## config.mk

```make
export PLATFORM = sky130hd
export DESIGN_NAME = spisd_core
export DESIGN_NICKNAME = d
export VERILOG_FILES = /design/src/spisd_sync.v /design/src/spisd_core.v
export VERILOG_INCLUDE_DIRS = /design/src /design/src/shared
export SDC_FILE = /design/constraint.sdc
export NUM_CORES = 1
export LEC_CHECK = 0
export ABC_AREA = 1
export BUFFER_PORTS_ARGS = -buffer_cell sky130_fd_sc_hd__clkbuf_2
export CAP_MARGIN = 40
export CORE_ASPECT_RATIO = 1.4
export CORE_MARGIN = 2
export CORE_UTILIZATION = 50
export CTS_CLUSTER_DIAMETER = 100
export CTS_CLUSTER_SIZE = 10
export DETAILED_ROUTE_END_ITERATION = 10
export PLACE_DENSITY = 0.69
export SLEW_MARGIN = 20
export SYNTH_ARGS = -nofsm -noshare
export SYNTH_HDL_FRONTEND = slang
export SYNTH_HIERARCHICAL = 1
export SYNTH_SLANG_ARGS = --single-unit
```

## constraint.sdc

```tcl
create_clock -name core_clk -period 2.05 [get_ports core_clk]
set_input_delay 0.1025 -clock core_clk [delete_from_list [all_inputs] [get_ports core_clk]]
set_output_delay 0.1025 -clock core_clk [all_outputs]
set_load 0.02 [all_outputs]
```

## src/shared/spisd_consts.vh

```
// constants for the serial status and data path block
`ifndef SPISD_CONSTS_VH
`define SPISD_CONSTS_VH

// register addresses on the plain register port
`define SPISD_ADDR_W         2
`define SPISD_ADDR_CTRL      2'h0
`define SPISD_ADDR_STATUS    2'h1
`define SPISD_ADDR_DATA      2'h2
`define SPISD_ADDR_DDR       2'h3

// control register fields and reset value
`define SPISD_CTRL_IE        7
`define SPISD_CTRL_SPE       6
`define SPISD_CTRL_WOM       5
`define SPISD_CTRL_MASTER_SELECT      4
`define SPISD_CTRL_CPOL      3
`define SPISD_CTRL_CLOCK_PHASE      2
`define SPISD_CTRL_RESET     8'h04

// status register fields
`define SPISD_STAT_TC        7
`define SPISD_STAT_WRITE_COLLISION_FLAG      6
`define SPISD_STAT_MODE_FAULT_FLAG      4

// port d direction bits: width, reset, serial pin positions
`define SPISD_DDR_W          6
`define SPISD_DDR_RESET      6'h00
`define SPISD_DDR_MISO       2
`define SPISD_DDR_MOSI       3
`define SPISD_DDR_SCK        4
`define SPISD_DDR_SS         5
`define SPISD_DDR_SPI_CLR    6'h03

// serial clock half periods in core clocks, minus one, for rate selects 0..3
`define SPISD_HALF_R0        4'h0
`define SPISD_HALF_R1        4'h1
`define SPISD_HALF_R2        4'h7
`define SPISD_HALF_R3        4'hf

// byte transfer length: last half clock period index, and bits per byte
`define SPISD_LAST_HALF      4'hf
`define SPISD_BITS           4'h8

`endif

```

## src/spisd_sync.v

```verilog
// two flip-flop synchroniser for the serial pins
`timescale 1ns/1ps
module spisd_sync #(
  parameter         W   = 4,
  // reset level per bit, so an idle-high pin shows no false edge
  parameter [W-1:0] RST = {W{1'b0}}
) (
  input  wire         core_clk,
  input  wire         sys_rst,
  input  wire [W-1:0] async_i,
  output wire [W-1:0] sync_o
);
  genvar i;
  // one pair of flops per bit; the first flop feeds only the second
  generate
    for (i = 0; i < W; i = i + 1) begin : g_bit
      reg meta_q;
      reg sync_q;
      always @(posedge core_clk or posedge sys_rst) begin
        if (sys_rst) begin
          meta_q <= RST[i];
          sync_q <= RST[i];
        end else begin
          meta_q <= async_i[i];
          sync_q <= meta_q;
        end
      end
      assign sync_o[i] = sync_q;
    end
  endgenerate
endmodule

```

## src/spisd_core.v

```verilog
// serial peripheral status flags, data path and shift engine
//
// What this block does
// set transfer complete at end of each byte
// interrupt when complete flag and enable set
// clear complete: status read then data access
// ignore data writes while complete flag unseen
// data write during transfer sets collision flag
// phase zero: transfer spans select low period
// phase one: first edge until complete flag
// clear collision: status read then data access
// unused status bits read as zero
// mode fault only as master, select low
// mode fault: interrupt, disable, slave, pins input
// clear mode fault: status read, control write
// software restores enable, master, direction afterwards
// only master data writes start a transfer
// data reads return receive buffer, not shifter
// byte arriving while flag set is lost
// data write loads shifter directly, no buffer
// colliding write leaves active transfer untouched
// select as output disables mode fault
// clears affect only flags seen set before
`timescale 1ns/1ps
`include "spisd_consts.vh"
module spisd_core (
  input  wire                      core_clk,
  input  wire                      sys_rst,
  input  wire [`SPISD_ADDR_W-1:0]  reg_addr,
  input  wire [7:0]                reg_wdata,
  input  wire                      reg_wr,
  input  wire                      reg_rd,
  output reg  [7:0]                reg_rdata,
  output wire                      irq,
  input  wire                      sck_i,
  output wire                      sck_o,
  output wire                      sck_oe,
  input  wire                      mosi_i,
  output wire                      mosi_o,
  output wire                      mosi_oe,
  input  wire                      miso_i,
  output wire                      miso_o,
  output wire                      miso_oe,
  input  wire                      ss_n_i,
  output wire                      ss_n_o,
  output wire                      ss_n_oe,
  input  wire                      ss_gpio_level
);

  localparam ST_IDLE = 1'b0;
  localparam ST_MBUSY = 1'b1;

  // register state
  reg  [7:0]              ctrl_q;
  reg  [`SPISD_DDR_W-1:0] ddr_q;
  reg                     tc_q;
  reg                     write_collision_flag_q;
  reg                     mode_fault_flag_q;
  reg                     seen_tc_q;
  reg                     seen_write_collision_flag_q;
  reg                     seen_mode_fault_flag_q;
  reg  [7:0]              rxbuf_q;
  // shift engine state
  reg                     state_q;
  reg  [7:0]              shreg_q;
  reg                     samp_q;
  reg                     out_q;
  reg  [3:0]              half_q;
  reg  [3:0]              div_q;
  reg                     msck_q;
  reg  [3:0]              sbits_q;
  reg                     sact1_q;
  reg                     sck_prev_q;

  wire [3:0] pin_s;
  wire       sck_s  = pin_s[0];
  wire       mosi_s = pin_s[1];
  wire       miso_s = pin_s[2];
  wire       ss_low = ~pin_s[3];

  wire ie   = ctrl_q[`SPISD_CTRL_IE];
  wire serial_system_enable  = ctrl_q[`SPISD_CTRL_SPE];
  wire wom  = ctrl_q[`SPISD_CTRL_WOM];
  wire master_select = ctrl_q[`SPISD_CTRL_MASTER_SELECT];
  wire cpol = ctrl_q[`SPISD_CTRL_CPOL];
  wire clock_phase = ctrl_q[`SPISD_CTRL_CLOCK_PHASE];

  // pins cross from the link side through two flops each
  spisd_sync #(.W(4), .RST(4'h8)) u_sync (
    .core_clk (core_clk),
    .sys_rst  (sys_rst),
    .async_i  ({ss_n_i, miso_i, mosi_i, sck_i}),
    .sync_o   (pin_s)
  );

  // decoded register accesses
  wire wr_ctrl  = reg_wr && (reg_addr == `SPISD_ADDR_CTRL);
  wire rd_stat  = reg_rd && (reg_addr == `SPISD_ADDR_STATUS);
  wire wr_data  = reg_wr && (reg_addr == `SPISD_ADDR_DATA);
  wire rd_data  = reg_rd && (reg_addr == `SPISD_ADDR_DATA);
  wire wr_ddr   = reg_wr && (reg_addr == `SPISD_ADDR_DDR);
  wire acc_data = wr_data || rd_data;

  // master half period from the rate selects
  reg [3:0] half_lim;
  always @* begin
    case (ctrl_q[1:0])
      2'b00:   half_lim = `SPISD_HALF_R0;
      2'b01:   half_lim = `SPISD_HALF_R1;
      2'b10:   half_lim = `SPISD_HALF_R2;
      default: half_lim = `SPISD_HALF_R3;
    endcase
  end
  wire div_tick = (state_q == ST_MBUSY) && (div_q == half_lim);

  // slave edges seen on the synchronised clock
  wire slave_on  = serial_system_enable && !master_select;
  wire sck_act   = sck_s ^ cpol;
  wire prev_act  = sck_prev_q ^ cpol;
  wire s_lead    = slave_on && ss_low && sck_act && !prev_act;
  wire s_trail   = slave_on && ss_low && !sck_act && prev_act;

  // one leading/trailing edge strobe shared by master and slave
  wire m_lead  = div_tick && !half_q[0];
  wire m_trail = div_tick && half_q[0];
  wire lead    = (state_q == ST_MBUSY) ? m_lead : s_lead;
  wire trail   = (state_q == ST_MBUSY) ? m_trail : s_trail;
  wire rx_bit  = (state_q == ST_MBUSY) ? miso_s : mosi_s;

  // end of byte in either role
  wire m_done = m_trail && (half_q == `SPISD_LAST_HALF);
  wire s_done = s_trail && (sbits_q == `SPISD_BITS - 4'h1);
  wire done   = m_done || s_done;

  // mode fault is blocked while select serves as a general output
  wire mode_fault_flag_set = master_select && !ddr_q[`SPISD_DDR_SS] && ss_low;

  // transfer in progress as seen by the collision check
  wire busy = (state_q == ST_MBUSY) ||
              (slave_on && !clock_phase && ss_low) ||
              (slave_on && clock_phase && sact1_q);

  // a data write is refused while the complete flag is unseen
  wire wr_allowed = wr_data && !(tc_q && !seen_tc_q);
  wire collide    = wr_allowed && busy;
  wire load_shreg = wr_allowed && !busy;

  // clears apply only to flags that the last status read saw
  wire clr_tc   = acc_data && seen_tc_q;
  wire clr_write_collision_flag = acc_data && seen_write_collision_flag_q;
  wire clr_mode_fault_flag = wr_ctrl && seen_mode_fault_flag_q;

  // shifted byte after the final edge, used for the receive buffer
  wire [7:0] rx_byte = clock_phase ? {shreg_q[6:0], rx_bit}
                            : {shreg_q[6:0], samp_q};

  // control and direction registers, with the forced fault effects
  always @(posedge core_clk or posedge sys_rst) begin
    if (sys_rst) begin
      ctrl_q <= `SPISD_CTRL_RESET;
      ddr_q  <= `SPISD_DDR_RESET;
    end else begin
      if (wr_ctrl) begin
        ctrl_q <= reg_wdata;
      end
      if (wr_ddr) begin
        ddr_q <= reg_wdata[`SPISD_DDR_W-1:0];
      end
      // the fault overrides any write in the same cycle
      if (mode_fault_flag_set) begin
        ctrl_q[`SPISD_CTRL_SPE]  <= 1'b0;
        ctrl_q[`SPISD_CTRL_MASTER_SELECT] <= 1'b0;
        ddr_q <= ddr_q & `SPISD_DDR_SPI_CLR;
      end
    end
  end

  // status flags: a set in the clearing cycle wins
  always @(posedge core_clk or posedge sys_rst) begin
    if (sys_rst) begin
      tc_q        <= 1'b0;
      write_collision_flag_q      <= 1'b0;
      mode_fault_flag_q      <= 1'b0;
      seen_tc_q   <= 1'b0;
      seen_write_collision_flag_q <= 1'b0;
      seen_mode_fault_flag_q <= 1'b0;
    end else begin
      if (done) begin
        tc_q <= 1'b1;
      end else if (clr_tc) begin
        tc_q <= 1'b0;
      end
      if (collide) begin
        write_collision_flag_q <= 1'b1;
      end else if (clr_write_collision_flag) begin
        write_collision_flag_q <= 1'b0;
      end
      if (mode_fault_flag_set) begin
        mode_fault_flag_q <= 1'b1;
      end else if (clr_mode_fault_flag) begin
        mode_fault_flag_q <= 1'b0;
      end
      // a status read records which flags it saw set
      if (rd_stat) begin
        seen_tc_q   <= tc_q;
        seen_write_collision_flag_q <= write_collision_flag_q;
        seen_mode_fault_flag_q <= mode_fault_flag_q;
      end else begin
        if (acc_data) begin
          seen_tc_q   <= 1'b0;
          seen_write_collision_flag_q <= 1'b0;
        end
        if (wr_ctrl) begin
          seen_mode_fault_flag_q <= 1'b0;
        end
      end
    end
  end

  // receive buffer; the reader never sees the live shifter
  always @(posedge core_clk or posedge sys_rst) begin
    if (sys_rst) begin
      rxbuf_q <= 8'h00;
    end else if (done && !(tc_q && !clr_tc)) begin
      rxbuf_q <= rx_byte;
    end
  end

  // master state machine and clock divider
  always @(posedge core_clk or posedge sys_rst) begin
    if (sys_rst) begin
      state_q <= ST_IDLE;
      div_q   <= 4'h0;
      half_q  <= 4'h0;
      msck_q  <= 1'b0;
    end else begin
      case (state_q)
        ST_IDLE: begin
          div_q  <= 4'h0;
          half_q <= 4'h0;
          msck_q <= 1'b0;
          if (load_shreg && serial_system_enable && master_select && !mode_fault_flag_set) begin
            state_q <= ST_MBUSY;
          end
        end
        default: begin
          if (mode_fault_flag_set) begin
            state_q <= ST_IDLE;
          end else if (div_tick) begin
            div_q  <= 4'h0;
            half_q <= half_q + 4'h1;
            msck_q <= ~half_q[0];
            if (m_done) begin
              state_q <= ST_IDLE;
            end
          end else begin
            div_q <= div_q + 4'h1;
          end
        end
      endcase
    end
  end

  // shifter: loaded by a data write, clocked by lead and trail edges
  always @(posedge core_clk or posedge sys_rst) begin
    if (sys_rst) begin
      shreg_q <= 8'h00;
      samp_q  <= 1'b0;
      out_q   <= 1'b0;
    end else if (load_shreg) begin
      shreg_q <= reg_wdata;
      out_q   <= reg_wdata[7];
    end else begin
      if (lead) begin
        samp_q <= rx_bit;
        out_q  <= shreg_q[7];
      end
      if (trail) begin
        shreg_q <= rx_byte;
      end
    end
  end

  // slave bit count and phase one activity window
  always @(posedge core_clk or posedge sys_rst) begin
    if (sys_rst) begin
      sbits_q    <= 4'h0;
      sact1_q    <= 1'b0;
      sck_prev_q <= 1'b0;
    end else begin
      sck_prev_q <= sck_s;
      // in either phase the byte restarts whenever select goes high
      if (!slave_on || !ss_low) begin
        sbits_q <= 4'h0;
      end else if (s_done) begin
        sbits_q <= 4'h0;
      end else if (s_trail) begin
        sbits_q <= sbits_q + 4'h1;
      end
      if (!slave_on || s_done) begin
        sact1_q <= 1'b0;
      end else if (s_lead && clock_phase) begin
        sact1_q <= 1'b1;
      end
    end
  end

  // register read port, data one cycle after the strobe
  always @(posedge core_clk or posedge sys_rst) begin
    if (sys_rst) begin
      reg_rdata <= 8'h00;
    end else if (reg_rd) begin
      if (reg_addr == `SPISD_ADDR_CTRL) begin
        reg_rdata <= ctrl_q;
      end else if (reg_addr == `SPISD_ADDR_STATUS) begin
        reg_rdata <= {tc_q, write_collision_flag_q, 1'b0, mode_fault_flag_q, 4'h0};
      end else if (reg_addr == `SPISD_ADDR_DATA) begin
        reg_rdata <= rxbuf_q;
      end else begin
        reg_rdata <= {2'b00, ddr_q};
      end
    end
  end

  // interrupt request from either flag
  assign irq = ie && (tc_q || mode_fault_flag_q);

  // pin drive; wired-or mode only ever pulls low
  wire data_out = clock_phase ? out_q : shreg_q[7];
  wire sck_val  = msck_q ^ cpol;
  wire en_sck   = serial_system_enable && master_select && ddr_q[`SPISD_DDR_SCK];
  wire en_mosi  = serial_system_enable && master_select && ddr_q[`SPISD_DDR_MOSI];
  wire en_miso  = slave_on && ss_low && ddr_q[`SPISD_DDR_MISO];
  wire en_ss    = ddr_q[`SPISD_DDR_SS];

  assign sck_o   = wom ? 1'b0 : sck_val;
  assign sck_oe  = en_sck && (!wom || !sck_val);
  assign mosi_o  = wom ? 1'b0 : data_out;
  assign mosi_oe = en_mosi && (!wom || !data_out);
  assign miso_o  = wom ? 1'b0 : data_out;
  assign miso_oe = en_miso && (!wom || !data_out);
  assign ss_n_o  = wom ? 1'b0 : ss_gpio_level;
  assign ss_n_oe = en_ss && (!wom || !ss_gpio_level);

endmodule

```

==> flow_metrics.py, run 1 <==
metrics = {
    "finish": {
        "final_common_cell": "nand2_1",
        "layout_common_cells": "100 x nand2_1, 66 x dfrtp_1, 47 x inv_1",
        "area_growth_pct": 16.36,
        "nFillCells": 594,
        "seq_area_um2": 1730,
        "stdcell_area_um2": 3986,
        "multiInputGateArea_um2": 1403,
        "nets": 468,
        "antenna_cells": 0,
        "layout-drive-gt1-share": 0.1907,
    },
    "detailed_routing": {
        "drt-pass1-iter-count": 4,
        "drt_wl_total_um": 7702,
        "ant_nets": 0,
        "wl_per_cell_um": 14.18,
        "drc": 0,
        "num_vias": 2761,
        "drt_iter0_drc": 176,
        "vias_per_cell": 5.085,
    },
    "clock_network": {
        "clk_latency_ns": 0.35,
        "cts_tree": "done",
        "cts.clk_slew.worst_paths_ns": 0.07,
        "cts_root_buffer": "clkbuf_8",
        "clockBufferDepth": 2,
        "clock-sinks": 69,
        "cts_htree_levels": 3,
        "post_cts_buffers": 0,
        "cts_buffers": 9,
    },
    "synthesis": {
        "syn_inst": 400,
        "syn_nets": 422,
        "yosysTopAreaCell": "dfrtp_1",
        "synth-seq-cells": 69,
        "syn_area_per_cell_um2": 8.564,
        "synthTopCellsByArea": "dfrtp_1 48%, nand2_1 11%, o21ai_0 6.6%",
        "synth_top_cell_area_share": 0.4821,
        "syn_area_um2": 3426,
        "yosysWarnings": 6,
        "yosysSeqAreaShare": 0.5051,
        "synth_cell_type_count": 39,
    },
    "timing": {
        "rsz0062_at_grt": "false",
        "fin_skew_ns": 0.008548,
        "setup_viol": 0,
        "worst_pin_slew_ns": 0.6713,
        "finalCriticalPeriod_ns": 1.840,
        "drv_slew": 0,
        "timing.final.crit_share": 0.8975,
        "finalHoldViolCount": 0,
        "fmax_ghz": 0.5435,
        "slew_headroom": 0.5518,
        "fin_setup_tns_ns": 0,
    },
    "grt": {
        "overflow": 0,
        "grt_first_pass_wirelength_um": 12720,
        "globalRouteTotalUtil": 0.2291,
        "grt_max_degree": 32,
        "grt_pass1_vias": 2627,
        "antenna_found_initial": 0,
    },
    "floorplan": {
        "io_pins": 36,
        "initial_core_util": 0.5181,
        "fp.dieW_um": 73.96,
        "core_um2": 6613,
        "die_area_um2": 7539,
        "die_h_um": 101.9,
        "rows": 35,
    },
    "power": {
        "power.switching_mw": 1.261,
        "swShare": 0.3188,
        "leakagePower_nw": 2.015,
        "seqPwrFrac": 0.450,
        "powerDensity_nw_per_um2": 991.9,
        "p_comb_frac": 0.213,
        "ir_worst_vdd_mv": 0.5122,
        "p_int_mw": 2.693,
        "power_frac_clock": 0.337,
    },
    "run_status": {
        "status": "completed",
    },
    "critical_path": {
        "cp.required_ns": 1.95,
        "crit-reg2reg-launch": "ctrl_q[2]$_DFFE_PP1P_",
        "crit_path_end_kind": "output pin",
        "critPathLaunch": "ctrl_q[2]$_DFFE_PP1P_",
        "critPathKind": "flop to output pin",
        "path_max_fanout": 9,
        "startpoint_type": "flop",
        "crit_arrival_ns": 1.74,
    },
    "worst_hold_path": {
        "hp-start": "reg_wdata[6]",
        "hp-class": "input port to flop",
    },
    "flow_run": {
        "cap_violations": 0,
    },
    "place": {
        "dpl_cell_area_um2": 3660,
        "gp_congestion": 0.8846,
        "port_buffers": 35,
        "dp.final_hpwl_um": 5804,
    },
}
registers in the layout, summed over array words and instances, names as in the netlist, 6 cells and up:
register   cells
rxbuf_q        8
ctrl_q         8
reg_rdata      8
shreg_q        8
ddr_q          6
repair_timing:
item	CTS	global route
hold buffers	8	0
setup endpoints to repair	0	1
gates resized for setup	0	1
hold endpoints to repair	42	0
cells by family (layout without fill, tap and decap cells):
logic type,count (synthesis),after routing,synth area share
flip-flops,69,69,0.5051
XOR/XNOR,9,9,0.03068
AND/OR/NAND/NOR,176,176,0.2389
adder cells (fa/ha/maj),3,3,0.01096
AO/OA/AOI/OAI,76,76,0.1267
buffers and inverters,67,118,0.08765
critical path: stages (launching register included):
cell	delay, ns
dfstp_2	0.63
nor2_1	0.07
a21oi_1	0.18
nor2_1	0.08
nor3_1	0.21
clkbuf_2	0.22
stage by stage:
stage	std cells	power [mW]	hold slack, ns	util	setup WS [ns]
after floorplan	400	2.390	-0.08327	-	0.4361
after global placement	519	2.608	0.04850	0.5535	0.2424
after detailed placement	519	2.629	0.05777	0.5535	0.1925
after CTS	543	3.978	0.02042	0.6017	0.1833
after global routing	543	4.195	0.03544	0.6028	0.1561
final	543	3.954	0.02827	0.6028	0.2101
power groups by stage:
stage,Sequential [mW],Combinational [mW],Clock [mW]
6_report,1.78,0.841,1.33
3_3_place_gp,1.80,0.811,0
3_5_place_dp,1.80,0.826,0
2_1_floorplan,1.74,0.648,0
4_1_cts,1.78,0.842,1.36
5_1_grt,1.81,0.958,1.43
synth_stat cells:
cell,instances
inv_1,48
buf_12,1
clkbuf_1,1
a221oi_1,5
nand2_2,1
buf_2,5
buf_4,7
inv_2,5
xnor2_2,1
nand3_1,27
nor3_2,1
xnor2_1,2
nor2_2,1
ha_1,3
nand2_4,5
nand2_1,100
nand4_1,3
a41oi_1,2
nor2_8,1
o31ai_1,1
xor2_1,5
xnor2_4,1
o21ai_2,3
and3_1,1
or2_2,3
dfrtp_1,66
dfstp_2,3
nor2_4,1
nor3_1,1
o22ai_1,7
a21oi_1,8
nor2_1,28
a22oi_1,1
nand3_2,1
a31oi_1,2
nor3_4,1
o21ai_1,2
nand3_4,1
o21ai_0,45
worst paths after layout:
check                                                    to  slack, ns  cells past startpoint
setup / recovery                                    mosi_oe       0.21                      5
hold / removal                        ctrl_q[6]$_DFFE_PP0P_       0.03                      3
setup reg to reg                     shreg_q[4]$_DFFE_PP0P_       0.34                      7
hold reg to reg            u_sync/g_bit[2].sync_q$_DFF_PP0_       0.35                      0
max in group asynchronous            rxbuf_q[1]$_DFFE_PP0P_       0.98                      4
min in group asynchronous  u_sync/g_bit[0].meta_q$_DFF_PP0_       0.25                      3
final cells by class:
cell class,count,share of cell area
clock inverter,6,0.02793
sequential,69,0.4341
inverter,53,0.04991
multi-input combinational,264,0.3519
clock buffer,10,0.03201
tap,92,0.02888
timing repair buffer,49,0.07533
metal layers:
| metal | routed length, µm | GRT usage |
|---|---|---|
| met1 | 3435 | 0.2943 |
| met2 | 3787 | 0.3674 |
| met3 | 240 | 0.05128 |
| met4 | 238 | 0.1049 |
| met5 | 0 | 0 |
No activity file was read; power rests on OpenSTA's default activity.
==> inputs of run 2 (changes only) <==
--- a/config.mk
+++ b/config.mk
@@ -7,7 +7,6 @@
 export NUM_CORES = 1
 export LEC_CHECK = 0
 export ABC_AREA = 1
-export BUFFER_PORTS_ARGS = -buffer_cell sky130_fd_sc_hd__clkbuf_2
 export CAP_MARGIN = 40
 export CORE_ASPECT_RATIO = 1.4
 export CORE_MARGIN = 2
@@ -15,9 +14,8 @@
 export CTS_CLUSTER_DIAMETER = 100
 export CTS_CLUSTER_SIZE = 10
 export DETAILED_ROUTE_END_ITERATION = 10
-export PLACE_DENSITY = 0.69
+export DONT_BUFFER_PORTS = 1
 export SLEW_MARGIN = 20
 export SYNTH_ARGS = -nofsm -noshare
 export SYNTH_HDL_FRONTEND = slang
-export SYNTH_HIERARCHICAL = 1
 export SYNTH_SLANG_ARGS = --single-unit
==> flow_metrics.py, run 2 <==
metrics = {
    "critical_path": {
        "path_max_fanout": 6,
        "worst-r2r-cell-count": 7,
        "path_delay_family": "flip-flops",
        "reg2reg_to": "shreg_q[7]$_DFFE_PP0P_",
        "cp.required_ns": 1.95,
        "crit-reg2reg-launch": "ctrl_q[2]$_DFFE_PP1P_",
        "slowest_delay_ns": 0.61,
        "crit_chain": "inv_1 -> o21ai_0 -> nor2_1 -> nor3_1 -> buf_4",
        "regToRegSetupSlack_ns": 0.30,
        "crit_arrival_ns": 1.73,
        "critPathKind": "flop to output pin",
        "path_buf_inv": 2,
        "startpoint_type": "flop",
        "cp_slowest_cell": "dfstp_2",
        "crit_path_end_kind": "output pin",
    },
    "synthesis": {
        "yosysWarnings": 0,
        "syn_area_per_cell_um2": 8.686,
        "synth_async_sr_flop_share": 1.000,
        "synthTopCellsByArea": "dfrtp_1 48%, nand2_1 10%, inv_1 5.2%",
        "synth-seq-cells": 69,
        "synth_edf_count": 0,
        "syn_nets": 419,
        "yosysTopAreaCell": "dfrtp_1",
        "syn_area_um2": 3448,
        "yosysMostFrequentCell": "nand2_1",
        "syn_inst": 397,
        "synth_common_cells": "96 x nand2_1, 66 x dfrtp_1, 48 x inv_1",
        "yosysSeqAreaShare": 0.5018,
        "synth_cell_type_count": 36,
        "synth_top_cell_area_share": 0.4790,
        "synthFlopType": "dfrtp_1",
    },
    "clock_network": {
        "clk_latency_ns": 0.34,
        "cts.clk_slew.worst_paths_ns": 0.07,
        "cts_resized": 0,
        "clock-sinks": 69,
        "clockBufferDepth": 2,
        "cts_htree_levels": 3,
        "cts_root_buffer": "clkbuf_8",
        "cts_tree": "done",
        "cts_buffers": 9,
    },
    "grt": {
        "grt_pass1_vias": 2690,
        "grt_first_pass_wirelength_um": 13350,
        "overflow": 0,
        "globalRouteTotalUtil": 0.2392,
        "grt_max_degree": 28,
        "antenna_found_initial": 0,
    },
    "timing": {
        "timing.final.crit_share": 0.8931,
        "fin_setup_tns_ns": 0,
        "drv_slew": 0,
        "slew_headroom": 0.6597,
        "fmax_ghz": 0.5462,
        "worst_pin_slew_ns": 0.5096,
        "setup_viol": 0,
        "fin_skew_ns": 0.01080,
        "finalHoldViolCount": 0,
        "finalCriticalPeriod_ns": 1.831,
        "rsz0062_at_grt": "false",
    },
    "finish": {
        "postLayoutCoreUtil": 0.5879,
        "layout_common_cells": "96 x nand2_1, 66 x dfrtp_1, 47 x inv_1",
        "final_common_cell": "nand2_1",
        "nets": 446,
        "antenna_cells": 0,
        "layout-drive-gt1-share": 0.1589,
        "area_growth_pct": 12.74,
    },
    "floorplan": {
        "die_area_um2": 7586,
        "die_h_um": 102.3,
        "fp.dieW_um": 74.19,
        "io_pins": 36,
        "core_um2": 6613,
        "initial_core_util": 0.5215,
        "rows": 35,
    },
    "flow_run": {
        "cap_violations": 0,
    },
    "power": {
        "ir_worst_vdd_mv": 0.7613,
        "seqPwrFrac": 0.484,
        "p_int_mw": 2.465,
        "p_comb_frac": 0.247,
        "swShare": 0.3457,
        "powerDensity_nw_per_um2": 969.1,
        "leakagePower_nw": 1.867,
        "power.switching_mw": 1.302,
        "power_frac_clock": 0.269,
    },
    "worst_hold_path": {
        "min_path_cells": 2,
        "hp-class": "input port to flop",
        "worst_hold_path.endpoint": "ctrl_q[3]$_DFFE_PP0P_",
        "hp-start": "reg_wdata[3]",
    },
    "run_status": {
        "status": "completed",
    },
    "detailed_routing": {
        "ant_nets": 0,
        "drc": 0,
        "num_vias": 2702,
        "vias_per_cell": 5.196,
        "drt_iter0_drc": 173,
        "drt_wl_total_um": 7950,
        "drt-pass1-iter-count": 4,
        "wl_per_cell_um": 15.29,
    },
    "place": {
        "gp_congestion": 0.8903,
        "port_buffers": 0,
        "dp.final_hpwl_um": 6028,
    },
}
run 2: cell count changes after synthesis, sizes merged, moves of 3 or more:
cell | before | now
nor3 | 3 | 8
buf | 13 | 8
nor2 | 31 | 27
inv | 53 | 56
nand2 | 106 | 103
run 2: layout make-up:
| cell class | count | area (µm²) |
|---|---|---|
| Fill cell | 591 | 2725 |
| Multi-Input combinational cell | 263 | 1429 |
| Tap cell | 92 | 115.1 |
| Sequential cell | 69 | 1730 |
| Clock inverter | 1 | 5.005 |
| Timing Repair Buffer | 25 | 225.2 |
| Clock buffer | 14 | 172.7 |
| Inverter | 56 | 210.2 |
run 2: stage by stage:
stage | instances | instance area (µm²) | setup slack (ns) | total power [mW] | hold slack, ns
final | 520 | 3887 | 0.2192 | 3.767 | 0.004593
after CTS | 520 | 3887 | 0.2284 | 3.799 | 0.005279
after global routing | 520 | 3887 | 0.04581 | 4.028 | 0.01600
after global placement | 490 | 3560 | 0.2831 | 2.737 | 0.05370
after detailed placement | 490 | 3560 | 0.2641 | 2.761 | 0.05535
after floorplan | 397 | 3448 | 0.2126 | 2.535 | 0.1070
run 2: worst max-delay path by stage:
stage / from / to / cells after the start
floorplan: sys_rst / ctrl_q[0]$_DFFE_PP0P_ / 1
CTS: ctrl_q[2]$_DFFE_PP1P_ / miso_oe / 5
finish: ctrl_q[2]$_DFFE_PP1P_ / miso_oe / 5
global placement: ctrl_q[2]$_DFFE_PP1P_ / shreg_q[4]$_DFFE_PP0P_ / 7
global route: ctrl_q[2]$_DFFE_PP1P_ / miso_oe / 5
detailed placement: ctrl_q[2]$_DFFE_PP1P_ / shreg_q[2]$_DFFE_PP0P_ / 7
run 2: power by group through the flow:
stage                     logic, mW  clock network (mW)  registers (mW)
after floorplan               0.772                   0            1.76
after CTS                     0.945                1.03            1.82
after detailed placement      0.914                   0            1.85
after global placement        0.898                   0            1.84
final                         0.931                1.01            1.82
after global routing           1.07                1.11            1.85
run 2: cell families after synthesis:
group	Yosys count	synth area share
simple gates	175	0.2380
buf+inv	65	0.08382
compound gates	76	0.1404
fa+ha+maj	3	0.01089
xor+xnor	9	0.02504
flops	69	0.5018
run 2: what timing repair did:
| item | 4_1_cts | 5_1_grt |
|---|---|---|
| hold buffers | 15 | 0 |
| buffers inserted | 0 | 0 |
| endpoints found under the setup margin | 0 | 0 |
| endpoints found under the hold margin | 37 | 0 |
run 2: metal layers:
metal | up-vias | global-route usage | wire, µm
met5 | - | 0 | 0
met4 | 0 | 0.09231 | 137
met3 | 9 | 0.04438 | 335
met2 | 70 | 0.3798 | 3877
met1 | 1280 | 0.3235 | 3600
li1 | 1343 | - | -
==> inputs of run 3 (changes only) <==
==> constraint.sdc (replaced) <==
create_clock -name core_clk -period 2.05 [get_ports core_clk]
set_input_delay 0.1025 -clock core_clk [delete_from_list [all_inputs] [get_ports core_clk]]
set_output_delay 0.1025 -clock core_clk [all_outputs]
set_load 0.005 [all_outputs]
==> flow_metrics.py, run 3 (synthesis gave the netlist of run 2 again) <==
metrics = {
    "clock_network": {
        "cts.clk_slew.worst_paths_ns": 0.07,
        "cts_root_buffer": "clkbuf_8",
        "cts_resized": 0,
        "cts_htree_levels": 3,
        "clockBufferDepth": 2,
        "clk_latency_ns": 0.35,
        "cts_tree": "done",
        "cts_buffers": 9,
        "clock-sinks": 69,
        "post_cts_buffers": 0,
        "ctsHoldBuffers": 15,
    },
    "critical_path": {
        "critPathLaunch": "ctrl_q[2]$_DFFE_PP1P_",
        "worst-r2r-cell-count": 7,
        "cp-endpoint": "shreg_q[2]$_DFFE_PP0P_",
        "reg2reg_to": "shreg_q[2]$_DFFE_PP0P_",
        "path_max_fanout": 19,
        "cp.required_ns": 2.28,
        "path_buf_inv": 0,
        "crit_arrival_ns": 1.98,
        "startpoint_type": "flop",
        "regToRegSetupSlack_ns": 0.30,
        "crit_path_end_kind": "flop",
        "crit-reg2reg-launch": "ctrl_q[2]$_DFFE_PP1P_",
        "crit_top_cell": "nand2_1",
        "slowest_delay_ns": 0.61,
        "crit_chain": "nand2_1 -> o21ai_0 -> nand2_1 -> nand3_4 -> nand3_4 -> nand2_1 -> o21ai_2",
        "cp_num_cells": 7,
        "critPathKind": "flop to flop",
        "cp_slowest_cell": "dfstp_2",
        "path_delay_family": "simple AND/OR/NAND/NOR gates",
    },
    "floorplan": {
        "core_um2": 6613,
        "initial_core_util": 0.5215,
        "io_pins": 36,
        "fp.dieW_um": 74.19,
        "die_h_um": 102.3,
        "die_area_um2": 7586,
        "rows": 35,
    },
    "detailed_routing": {
        "drt_wl_total_um": 7867,
        "vias_per_cell": 5.154,
        "ant_nets": 0,
        "drc": 0,
        "drt-pass1-iter-count": 4,
        "drt_iter0_drc": 129,
        "num_vias": 2670,
        "wl_per_cell_um": 15.19,
    },
    "worst_hold_path": {
        "hp-class": "input port to flop",
    },
    "place": {
        "dpl_cell_area_um2": 3537,
        "gp_congestion": 0.8519,
        "dp.cells": 487,
        "port_buffers": 0,
        "dp.final_hpwl_um": 5983,
    },
    "timing": {
        "setup_viol": 0,
        "finalCriticalPeriod_ns": 1.749,
        "drv_slew": 0,
        "fin_skew_ns": 0.01049,
        "slew_headroom": 0.6622,
        "fmax_ghz": 0.5716,
        "timing.final.crit_share": 0.8534,
        "rsz0062_at_grt": "false",
        "finalHoldViolCount": 0,
        "worst_pin_slew_ns": 0.5060,
        "fin_setup_tns_ns": 0,
    },
    "power": {
        "seqPwrFrac": 0.497,
        "power.switching_mw": 1.249,
        "p_int_mw": 2.356,
        "leakagePower_nw": 1.842,
        "p_comb_frac": 0.244,
        "ir_worst_vdd_mv": 0.5086,
        "powerDensity_nw_per_um2": 937.2,
        "swShare": 0.3465,
        "power_frac_clock": 0.259,
    },
    "finish": {
        "nets": 443,
        "final_common_cell": "nand2_1",
        "area_growth_pct": 11.54,
        "layout_common_cells": "96 x nand2_1, 66 x dfrtp_1, 47 x inv_1",
        "antenna_cells": 0,
        "layout-drive-gt1-share": 0.1549,
        "instances_no_fill": 518,
        "stdcell_area_um2": 3846,
    },
    "grt": {
        "grt_pass1_vias": 2769,
        "antenna_found_initial": 0,
        "grt_first_pass_wirelength_um": 13240,
        "grt_max_degree": 28,
        "overflow": 0,
        "globalRouteTotalUtil": 0.2339,
    },
    "run_status": {
        "status": "completed",
    },
    "flow_run": {
        "cap_violations": 0,
    },
}
## run 3: cell types whose count changed in the layout (fill, tap and decap cells not counted)
cell,previous run,this run
clkbuf_8,12,9
buf_4,10,7
clkinvlp_4,0,1
clkinv_2,1,4
## run 3: power by group through the flow
| stage | Combinational, mW | Clock, mW | Sequential [mW] |
|---|---|---|---|
| global placement | 0.848 | 0 | 1.82 |
| detailed placement | 0.859 | 0 | 1.82 |
| finish | 0.881 | 0.932 | 1.79 |
| global route | 1.02 | 1.02 | 1.82 |
| CTS | 0.889 | 0.962 | 1.79 |
| floorplan | 0.734 | 0 | 1.74 |
## run 3: stage by stage
step,util,setup WS [ns],hold slack [ns],power [mW]
after global routing,0.5816,0.1187,0.02920,3.860
after CTS,0.5816,0.2845,0.0006235,3.645
final,0.5816,0.3006,0.01759,3.605
after floorplan,-,0.2126,0.1070,2.473
after detailed placement,0.5349,0.2872,0.05322,2.679
after global placement,0.5349,0.3009,0.05841,2.665
## run 3: worst min-delay path by stage
stage	slack [ns]	end	depth (start not counted)	startpoint
finish	0.02	ddr_q[3]$_DFFE_PP0P_	2	reg_wdata[3]
global route	0.03	ddr_q[3]$_DFFE_PP0P_	2	reg_wdata[3]
CTS	0.0006	ddr_q[3]$_DFFE_PP0P_	2	reg_wdata[3]
detailed placement	0.05	u_sync.g_bit[0].meta_q$_DFF_PP0_	1	sys_rst
global placement	0.06	u_sync.g_bit[0].meta_q$_DFF_PP0_	1	sys_rst
floorplan	0.11	u_sync.g_bit[3].meta_q$_DFF_PP1_	0	ss_n_i
## run 3: area by class of cell
type	instances	area, µm²
fillers	621	2766
flip-flops and latches	69	1730
multi-input cells	263	1429
inverters	56	210.2
repair buffers	22	202.7
clock buffers	11	131.4
well taps	92	115.1
clock inverters	5	27.53
## run 3: per-layer routing
layer	part of all wire	GRT usage	vias to the layer above
met5	0	0	-
met4	0.022	0.08252	0
met3	0.048	0.06213	14
met2	0.48	0.3757	55
li1	-	-	1339
met1	0.45	0.3038	1262
## run 3: worst register-to-register path, stage by stage, from the launching register on
cell     delay (ns)
dfstp_2        0.61
nand2_1        0.06
o21ai_0        0.07
nand2_1        0.13
nand3_4        0.27
nand3_4        0.27
nand2_1        0.18
o21ai_2        0.06
